`src/nvmacc_pkg.sv`:
```
/*
  Shared constants and carrier types for the EEPROM access register block.
  Assumes a single 100 MHz clock and an 8-bit core register bus.
*/
package nvmacc_pkg;

  // ----------------------------------------------------------------
  // Register placement
  // ----------------------------------------------------------------
  localparam logic [7:0] LOC_REG_ADDR = 8'h2A; // Direct register, bank 0
  localparam logic [7:0] BYTE_REG_ADDR = 8'h2B; // Direct register, bank 0
  localparam logic [7:0] CTRL_REG_ADDR = 8'h40; // Indirect only
  localparam logic [7:0] CTRL_REG_BANK = 8'h01; // Bank holding the control byte

  // ----------------------------------------------------------------
  // Field layout and reset values
  // ----------------------------------------------------------------
  localparam int LOC_W = 6; // Location width, 64 cells
  localparam int DATA_W = 8; // Cell width
  localparam int DEPTH = 64; // Number of cells
  localparam int CTRL_W = 4; // Implemented control bits
  localparam int PROG_PERMIT_BIT = 3;
  localparam int PROG_TRIG_BIT = 2;
  localparam int FETCH_PERMIT_BIT = 1;
  localparam int FETCH_TRIG_BIT = 0;
  localparam logic [LOC_W-1:0] LOC_RST = 6'h00;
  localparam logic [DATA_W-1:0] BYTE_RST = 8'h00;
  localparam logic [CTRL_W-1:0] CTRL_RST = 4'h0;

  // ----------------------------------------------------------------
  // Timing
  // ----------------------------------------------------------------
  localparam int CLK_PERIOD_NS = 10;
  localparam int FETCH_TIME_NS = 20; // Array read time
  localparam int PROG_TIME_NS = 100; // Array program time
  localparam int FETCH_CYCLES = (FETCH_TIME_NS + CLK_PERIOD_NS - 1) / CLK_PERIOD_NS;
  localparam int PROG_CYCLES = (PROG_TIME_NS + CLK_PERIOD_NS - 1) / CLK_PERIOD_NS;
  localparam int CNT_W = 4;

  // ----------------------------------------------------------------
  // Types
  // ----------------------------------------------------------------
  typedef struct packed {
    logic rd; // Read strobe
    logic wr; // Write strobe
    logic indirect; // Access made through the indirect port
    logic [7:0] bank; // Bank select pointer value
    logic [7:0] addr; // Direct address or pointer value
    logic [7:0] wdata; // Write data
  } nvmacc_req_t;

  typedef enum logic [1:0] {
    NVMACC_IDLE = 2'b00,
    NVMACC_FETCH = 2'b01,
    NVMACC_PROG = 2'b10
  } nvmacc_state_t;

endpackage

```
`src/nvmacc_array.sv`:
```
/*
  EEPROM cell array model: 64 bytes of flip-flops with fixed fetch and program busy times.
  Assumes start_i is a one-cycle pulse given only while idle.
*/
`timescale 1ns/1ns
`default_nettype none
module nvmacc_array
  import nvmacc_pkg::*;
(
  input wire logic clk_i,
  input wire logic rst_n_i,
  input wire logic start_i,
  input wire logic prog_i,
  input wire logic [LOC_W-1:0] loc_i,
  input wire logic [DATA_W-1:0] wdata_i,
  output logic [DATA_W-1:0] rdata_o,
  output logic done_o
);

  // ----------------------------------------------------------------
  // State
  // ----------------------------------------------------------------
  logic [DATA_W-1:0] mem_ff [DEPTH]; // Cells, not reset: contents persist
  logic busy_ff, nxt_busy;
  logic prog_ff, nxt_prog;
  logic [CNT_W-1:0] cnt_ff, nxt_cnt;
  logic [LOC_W-1:0] loc_ff, nxt_loc;
  logic [DATA_W-1:0] wd_ff, nxt_wd;
  logic [DATA_W-1:0] rdata_ff, nxt_rdata;
  logic done_ff, nxt_done;
  logic finish; // Last busy cycle

  // Sequencer next state
  always_comb begin
    finish = busy_ff && (cnt_ff == '0);
    nxt_busy = busy_ff;
    nxt_prog = prog_ff;
    nxt_cnt = cnt_ff;
    nxt_loc = loc_ff;
    nxt_wd = wd_ff;
    nxt_rdata = rdata_ff;
    nxt_done = 1'b0;
    if (start_i && !busy_ff) begin
      // Latch operands so later register writes cannot disturb the cycle
      nxt_busy = 1'b1;
      nxt_prog = prog_i;
      nxt_loc = loc_i;
      nxt_wd = wdata_i;
      nxt_cnt = prog_i ? CNT_W'(PROG_CYCLES - 1) : CNT_W'(FETCH_CYCLES - 1);
    end else if (finish) begin
      nxt_busy = 1'b0;
      nxt_done = 1'b1;
      if (!prog_ff) begin
        nxt_rdata = mem_ff[loc_ff];
      end
    end else if (busy_ff) begin
      nxt_cnt = cnt_ff - CNT_W'(1);
    end
  end

  // Sequencer registers
  always_ff @(posedge clk_i or negedge rst_n_i) begin
    if (!rst_n_i) begin
      busy_ff <= 1'b0;
      prog_ff <= 1'b0;
      cnt_ff <= '0;
      loc_ff <= '0;
      wd_ff <= '0;
      rdata_ff <= '0;
      done_ff <= 1'b0;
    end else begin
      busy_ff <= nxt_busy;
      prog_ff <= nxt_prog;
      cnt_ff <= nxt_cnt;
      loc_ff <= nxt_loc;
      wd_ff <= nxt_wd;
      rdata_ff <= nxt_rdata;
      done_ff <= nxt_done;
    end
  end

  // Cell storage, one byte per program cycle
  always_ff @(posedge clk_i) begin
    if (finish && prog_ff) begin
      mem_ff[loc_ff] <= wd_ff;
    end
  end

  assign rdata_o = rdata_ff;
  assign done_o = done_ff;

endmodule
`default_nettype wire

```
`src/nvmacc_regs.sv`:
```
/*
  EEPROM access registers: location, byte and control, on the core register bus.
  Assumes one request per cycle, strobes synchronous to clk_i, and that the core
  marks accesses made through its indirect port with the pointer and bank values.
*/
`timescale 1ns/1ns
`default_nettype none
module nvmacc_regs
  import nvmacc_pkg::*;
(
  input wire logic clk_i,
  input wire logic rst_n_i,
  input wire nvmacc_req_t req_i,
  output logic [7:0] rdata_o,
  output logic busy_o
);

  // ----------------------------------------------------------------
  // Declarations
  // ----------------------------------------------------------------
  logic [LOC_W-1:0] loc_ff, nxt_loc; // Location register
  logic [DATA_W-1:0] byte_ff, nxt_byte; // Byte register
  logic [CTRL_W-1:0] ctrl_ff, nxt_ctrl; // Control register
  nvmacc_state_t state_ff, nxt_state;
  logic [7:0] rdata_ff, nxt_rdata;
  logic busy_ff, nxt_busy;
  logic sel_loc, sel_byte, sel_ctrl; // Decoded selects
  logic start, start_prog; // Launch pulse to the array
  logic [DATA_W-1:0] arr_rdata;
  logic arr_done;

  // Control byte match: pointer and bank as software must set them
  function automatic logic hit_ctrl(input nvmacc_req_t r);
    hit_ctrl = r.indirect && (r.addr == CTRL_REG_ADDR) && (r.bank == CTRL_REG_BANK);
  endfunction

  // ----------------------------------------------------------------
  // Address decode
  // ----------------------------------------------------------------
  always_comb begin
    sel_loc = 1'b0;
    sel_byte = 1'b0;
    sel_ctrl = 1'b0;
    if (hit_ctrl(req_i)) begin
      sel_ctrl = 1'b1;
    end else if (!req_i.indirect && (req_i.addr == LOC_REG_ADDR)) begin
      sel_loc = 1'b1;
    end else if (!req_i.indirect && (req_i.addr == BYTE_REG_ADDR)) begin
      sel_byte = 1'b1;
    end
  end

  // ----------------------------------------------------------------
  // Register and sequencer next values
  // ----------------------------------------------------------------
  always_comb begin
    nxt_loc = loc_ff;
    nxt_byte = byte_ff;
    nxt_ctrl = ctrl_ff;
    nxt_state = state_ff;
    start = 1'b0;
    start_prog = 1'b0;
    // Plain writes; upper location bits are simply not stored
    if (req_i.wr && sel_loc) begin
      nxt_loc = req_i.wdata[LOC_W-1:0];
    end
    if (req_i.wr && sel_byte) begin
      nxt_byte = req_i.wdata;
    end
    if (req_i.wr && sel_ctrl) begin
      // Permits always writable; bits 7-4 dropped
      nxt_ctrl[PROG_PERMIT_BIT] = req_i.wdata[PROG_PERMIT_BIT];
      nxt_ctrl[FETCH_PERMIT_BIT] = req_i.wdata[FETCH_PERMIT_BIT];
      // Triggers only move while idle, so a running cycle cannot be cancelled
      if (state_ff == NVMACC_IDLE) begin
        nxt_ctrl[PROG_TRIG_BIT] = 1'b0;
        nxt_ctrl[FETCH_TRIG_BIT] = 1'b0;
        // Program has priority when both triggers arrive together
        if (req_i.wdata[PROG_TRIG_BIT] && ctrl_ff[PROG_PERMIT_BIT]) begin
          nxt_ctrl[PROG_TRIG_BIT] = 1'b1;
          start = 1'b1;
          start_prog = 1'b1;
          nxt_state = NVMACC_PROG;
        end else if (req_i.wdata[FETCH_TRIG_BIT] && ctrl_ff[FETCH_PERMIT_BIT]) begin
          nxt_ctrl[FETCH_TRIG_BIT] = 1'b1;
          start = 1'b1;
          nxt_state = NVMACC_FETCH;
        end
      end
    end
    // Completion: one byte moved, trigger drops
    case (state_ff)
      NVMACC_FETCH: begin
        if (arr_done) begin
          nxt_byte = arr_rdata; // Hardware load beats a same-cycle software write
          nxt_ctrl[FETCH_TRIG_BIT] = 1'b0;
          nxt_state = NVMACC_IDLE;
        end
      end
      NVMACC_PROG: begin
        if (arr_done) begin
          nxt_ctrl[PROG_TRIG_BIT] = 1'b0;
          nxt_state = NVMACC_IDLE;
        end
      end
      default: begin
      end
    endcase
  end

  // Read data: registered, unimplemented bits zero, unmapped reads zero
  always_comb begin
    nxt_rdata = rdata_ff;
    if (req_i.rd) begin
      nxt_rdata = 8'h00;
      if (sel_loc) begin
        nxt_rdata = {2'b00, loc_ff};
      end else if (sel_byte) begin
        nxt_rdata = byte_ff;
      end else if (sel_ctrl) begin
        nxt_rdata = {4'h0, ctrl_ff};
      end
    end
    nxt_busy = (nxt_state != NVMACC_IDLE);
  end

  // ----------------------------------------------------------------
  // Registers
  // ----------------------------------------------------------------
  always_ff @(posedge clk_i or negedge rst_n_i) begin
    if (!rst_n_i) begin
      loc_ff <= LOC_RST;
      byte_ff <= BYTE_RST;
      ctrl_ff <= CTRL_RST;
      state_ff <= NVMACC_IDLE;
      rdata_ff <= 8'h00;
      busy_ff <= 1'b0;
    end else begin
      loc_ff <= nxt_loc;
      byte_ff <= nxt_byte;
      ctrl_ff <= nxt_ctrl;
      state_ff <= nxt_state;
      rdata_ff <= nxt_rdata;
      busy_ff <= nxt_busy;
    end
  end

  // ----------------------------------------------------------------
  // Cell array, reached only through these registers
  // ----------------------------------------------------------------
  nvmacc_array u_array (
    .clk_i(clk_i),
    .rst_n_i(rst_n_i),
    .start_i(start),
    .prog_i(start_prog),
    .loc_i(loc_ff),
    .wdata_i(byte_ff),
    .rdata_o(arr_rdata),
    .done_o(arr_done)
  );

  assign rdata_o = rdata_ff;
  assign busy_o = busy_ff;

  // ----------------------------------------------------------------
  // Checks
  // ----------------------------------------------------------------
  AST_LOC_WRITE: assert property (@(posedge clk_i) disable iff (!rst_n_i)
    (req_i.wr && sel_loc) |=> (loc_ff == $past(req_i.wdata[LOC_W-1:0])))
    else $error("Location register did not take write");
  AST_LOC_UPPER_ZERO: assert property (@(posedge clk_i) disable iff (!rst_n_i)
    (req_i.rd && sel_loc) |=> (rdata_o[7:6] == 2'b00) && (rdata_o[5:0] == $past(loc_ff)))
    else $error("Location read upper bits not zero");
  AST_BYTE_WRITE: assert property (@(posedge clk_i) disable iff (!rst_n_i)
    (req_i.wr && sel_byte && !(state_ff == NVMACC_FETCH && arr_done)) |=> (byte_ff == $past(req_i.wdata)))
    else $error("Byte register did not take write");
  AST_CTRL_DIRECT_IGNORED: assert property (@(posedge clk_i) disable iff (!rst_n_i)
    (req_i.wr && !req_i.indirect && !arr_done) |=> $stable(ctrl_ff))
    else $error("Control register changed by direct access");
  AST_CTRL_UPPER_ZERO: assert property (@(posedge clk_i) disable iff (!rst_n_i)
    (req_i.rd && sel_ctrl) |=> (rdata_o[7:4] == 4'h0) && (rdata_o[3:0] == $past(ctrl_ff)))
    else $error("Control read upper bits not zero");
  AST_START_NEEDS_PERMIT: assert property (@(posedge clk_i) disable iff (!rst_n_i)
    start |-> (start_prog ? ctrl_ff[PROG_PERMIT_BIT] : ctrl_ff[FETCH_PERMIT_BIT]))
    else $error("Cycle started without permit");
  AST_TRIG_SELFCLEAR: assert property (@(posedge clk_i) disable iff (!rst_n_i)
    arr_done |=> (ctrl_ff[PROG_TRIG_BIT] == 1'b0) && (ctrl_ff[FETCH_TRIG_BIT] == 1'b0) && !busy_o)
    else $error("Trigger did not clear at completion");
  AST_CYCLE_BOUND: assert property (@(posedge clk_i) disable iff (!rst_n_i)
    start |-> ##[2:11] arr_done)
    else $error("Cycle did not complete in time");
  AST_FETCH_LOADS_BYTE: assert property (@(posedge clk_i) disable iff (!rst_n_i)
    (arr_done && state_ff == NVMACC_FETCH) |=> (byte_ff == $past(arr_rdata)))
    else $error("Fetched byte not loaded");
  // Location moves only on its own write, never from array activity
  AST_LOC_STABLE: assert property (@(posedge clk_i) disable iff (!rst_n_i)
    !(req_i.wr && sel_loc) |=> $stable(loc_ff))
    else $error("Location register changed without a write");
  // Permits follow every control write, busy or not
  AST_PERMIT_WRITE: assert property (@(posedge clk_i) disable iff (!rst_n_i)
    (req_i.wr && sel_ctrl) |=> (ctrl_ff[PROG_PERMIT_BIT] == $past(req_i.wdata[PROG_PERMIT_BIT]))
      && (ctrl_ff[FETCH_PERMIT_BIT] == $past(req_i.wdata[FETCH_PERMIT_BIT])))
    else $error("Permit bits did not take write");
  // Trigger writes during a running cycle must not cancel or restart it
  AST_TRIG_HELD_BUSY: assert property (@(posedge clk_i) disable iff (!rst_n_i)
    (req_i.wr && sel_ctrl && (state_ff != NVMACC_IDLE) && !arr_done) |=> $stable(ctrl_ff[PROG_TRIG_BIT])
      && $stable(ctrl_ff[FETCH_TRIG_BIT]) && busy_o)
    else $error("Trigger moved during a running cycle");
  // Trigger with no permit standing beforehand is dropped, no cycle starts
  AST_TRIG_NO_PERMIT: assert property (@(posedge clk_i) disable iff (!rst_n_i)
    (req_i.wr && sel_ctrl && (state_ff == NVMACC_IDLE) && (ctrl_ff[PROG_PERMIT_BIT] == 1'b0)
      && (ctrl_ff[FETCH_PERMIT_BIT] == 1'b0)) |=> (ctrl_ff[PROG_TRIG_BIT] == 1'b0)
      && (ctrl_ff[FETCH_TRIG_BIT] == 1'b0) && !busy_o)
    else $error("Trigger accepted without permit");
  // Unmapped reads, direct reads of 40H among them, return zero
  AST_UNMAPPED_READ_ZERO: assert property (@(posedge clk_i) disable iff (!rst_n_i)
    (req_i.rd && !sel_loc && !sel_byte && !sel_ctrl) |=> (rdata_o == 8'h00))
    else $error("Unmapped read returned nonzero data");

endmodule
`default_nettype wire

```
`config.mk`:
```
export PLATFORM = sky130hd
export DESIGN_NAME = nvmacc_regs
export DESIGN_NICKNAME = d
export VERILOG_FILES = /design/src/nvmacc_pkg.sv /design/src/nvmacc_array.sv /design/src/nvmacc_regs.sv
export SDC_FILE = /design/constraint.sdc
export NUM_CORES = 1
export LEC_CHECK = 0
export ABC_CLOCK_PERIOD_IN_PS = 2400
export BUFFER_PORTS_ARGS = -buffer_cell sky130_fd_sc_hd__buf_2
export CELL_PAD_IN_SITES_DETAIL_PLACEMENT = 1
export CELL_PAD_IN_SITES_GLOBAL_PLACEMENT = 2
export CORE_MARGIN = 5
export CORE_UTILIZATION = 32
export DETAILED_ROUTE_END_ITERATION = 16
export HOLD_SLACK_MARGIN = 0.12
export MAX_ROUTING_LAYER = met4
export PLACE_DENSITY = 0.7
export REMOVE_ABC_BUFFERS = 1
export SLEW_MARGIN = 20
export SYNTH_ARGS = -nofsm -noshare
export SYNTH_HDL_FRONTEND = slang
export SYNTH_HIERARCHICAL = 1
export SYNTH_SLANG_ARGS = --single-unit
```
`constraint.sdc`:
```
create_clock -name clk_i -period 2.4 [get_ports clk_i]
set_clock_uncertainty 0.1 [all_clocks]
set_input_delay 0.24 -clock clk_i [delete_from_list [all_inputs] [get_ports clk_i]]
set_output_delay 0.24 -clock clk_i [all_outputs]
set_load 0.02 [all_outputs]
```
==> run metrics <==
status complete, but fails checks; failing checks negative setup slack; RSZ-0062 raised after global routing true; prevailing post-synth register cell edfxtp_1; worst r2r src u_array/loc_ff[2]; DP Worst Slack -0.4904 ns; period utilization 101.5%; crit path max fanout 9; final setup margin -0.03640 ns; WS Path Type reg -> reg; asr flop ratio synth 10.18%; Synth cell types 74; initial core utilization 32.27%; CTS tree yes; first-pass GRT wire length 101.3 mm; initial antenna violation count 4; # H-tree levels 2; RePlAce Congestion 0.8854; PortBufs 37; gr usage total 18.64%; post-synthesis cell area 22630 um^2; Post-synth EDFFs 512; layout cell share with drive strength beyond 1 32.34%; clock sinks 570; sequential cell area 16850 um^2; Cell Area, Placed 25830 um^2; area delta synth->final 27.40%; Die Ht 276.0 um; Top delay family on crit path compound AO/OA/AOI/OAI gates; Worst Setup End Kind register; DP Wirelength 46.19 mm; WL final 69.83 mm; share of the yosys chip area belonging to registers 74.34%; top-count cell post-synth edfxtp_1; hold wc startpoint req_i[25]; WP data arrival 2.86 ns; max-cap violations 0; pin count of the biggest net entering global routing 66; Clk pin slew, worst setup/hold paths 0.06 ns; Crit path buffers/inverters 3; #FFs+latches synth 570; Crit. Startpoint u_array/loc_ff[2]; hold crit path type in -> reg; Filler cells 7013; CP Data Required Time 2.82 ns; slowest stage delay, CP 0.53 ns; vias per cell 5.238; Die X 276.0 um; vias in the first global route 14603; final setup violating endpoints 3; post-route antenna net violation count 0; core area 70150 um^2; DRC Markers 0; Rows 97; design area 28840 um^2; Synth Instances 1355; most frequent cells after synthesis 512 x edfxtp_1, 117 x mux2i_1, 115 x nor2_1, 87 x nand2_1, 58 x dfrtp_1; Yosys top cell by area edfxtp_1; via count 13866; Area contributors post-synth edfxtp_1 68%, dfrtp_1 6.4%, mux2i_1 5.2%, mux4_2 4.0%, nor2_1 1.9%; Startpoint Class register; final core utilization 41.11%; clk_lat worst skew 0.65 ns; root buffer cell clkbuf_16; Pwr Density 695.8 nW/um^2; Num CTS Buffers 59; multi-input combinational cell area 5812 um^2; Tightest Pin Transition 0.8075 ns; CP max stage cell dfrtp_4; YS warnings 6; Slew headroom 46.17%; Fin. Hold Viols 0; top-area cell type share of the netlist area 67.93%; drt wl/cell 26.38 um; worst path cell trace buf_12, buf_12, buf_4, mux4_2, a221oi_4, o22ai_2, o32a_1; Peak VDD IR 0.5788 mV; Tmin final 2.436 ns; Layout Nets 1691; TritonRoute pass-1 iters 6; initial drt markers 1265; Synth Area per Inst 16.70 um^2; die area 76150 um^2; total gr overflow 0; Max Slew Vio Count 0; Peak Freq 410.4 MHz; most used cell, CP buf_12; clk buf depth 3; P_leak 9.350 nW; I/O Pins 38
-- state kept, by name, indices dropped and copies added, names as in the netlist, 2 cells and up --
name,cells
ctrl_ff,4
loc_ff,6
state_ff,2
byte_ff,8
u_array/cnt_ff,4
u_array/rdata_o,8
u_array/loc_ff,6
rdata_o,8
u_array/mem_ff,512
u_array/wd_ff,8
-- cells by family (layout without fill, tap and decap cells) --
family          after synthesis  in the layout  share of synthesized area (%)
compound gates              232            232                          7.291
simple gates                274            274                          5.528
flops                       570            570                          74.34
xor+xnor                      2              2                        0.07740
mux                         183            183                          10.45
buf+inv                      90            439                          2.095
fa+ha+maj                     4              4                         0.2211
other cells                   0              3                              0
-- tightest hold or removal path, delay by kind of cell --
kind / cells / cell delay, ns
compound gates: 1 / 0.05
simple gates: 3 / 0.36
buf+inv: 2 / 0.24
-- layer usage --
| metal | vias up | track usage (%) | share of wire [%] |
|---|---|---|---|
| met5 | - | - | 0 |
| met1 | 7246 | 23.93 | 42 |
| met3 | 123 | 3.743 | 6.8 |
| met2 | 509 | 30.09 | 48 |
| li1 | 5988 | - | - |
| met4 | 0 | 5.835 | 3.2 |
-- path summary, 6_finish.rpt --
path,slack [ns],cells past startpoint,end
hold / removal,0.19,6,ctrl_ff[2]
setup reg to reg,-0.04,7,u_array/rdata_o[5]
max in group asynchronous,0.97,4,u_array/busy_ff
setup / recovery,-0.04,7,u_array/rdata_o[5]
hold reg to reg,0.40,1,rdata_o[2]
min in group asynchronous,0.61,4,state_ff[0]
-- per-stage QoR --
step	total power, mW	hold WS (ns)	std cells	TNS [ns]
floorplan	10.92	-0.1556	1277	-1822.87
global placement	11.00	-0.01338	2501	-1.251
detailed placement	11.00	-0.01115	2501	-1.356
CTS	20.24	0.1513	2633	-0.001930
global route	20.71	0.1913	2647	-0.4222
finish	20.06	0.1882	2647	-0.08223
-- report_power, final --
group | leakage [nW] | switching (mW) | internal, mW
logic | 4.19 | 0.0735 | 0.0667
clock network | 0.944 | 3.95 | 5.29
registers | 4.22 | 0.00800 | 10.7
-- placed cells by master, fill, tap and decap left out, types with 18 or more instances in the layout --
master	n
mux2_2	25
dlygate4sd3_1	21
a21oi_1	37
mux4_2	40
buf_6	29
o21ai_0	18
dfrtp_1	47
buf_12	32
edfxtp_1	512
a221oi_1	30
nand2_1	85
a22oi_1	35
nor2_1	105
clkbuf_16	61
mux2i_1	106
buf_4	191
buf_2	37
-- repair_timing --
action                     in CTS  in global routing
pin swaps                       8                 16
cloned                          2                  2
hold buffers                   21                  0
buffers inserted                2                  9
resized for setup              57                 90
hold endpoints to repair       87                  0
setup endpoints to repair       8                467
-- area by class of cell --
| type | instances | area share [%] |
|---|---|---|
| Timing Repair Buffer | 320 | 10.39 |
| Clock buffer | 69 | 5.250 |
| Sequential cell | 570 | 58.42 |
| Multi-Input combinational cell | 695 | 20.15 |
| Inverter | 12 | 0.1649 |
| Tap cell | 940 | 4.079 |
| Clock inverter | 38 | 1.510 |
| Antenna cell | 3 | 0.02603 |
(Power assumes the default switching activity.)
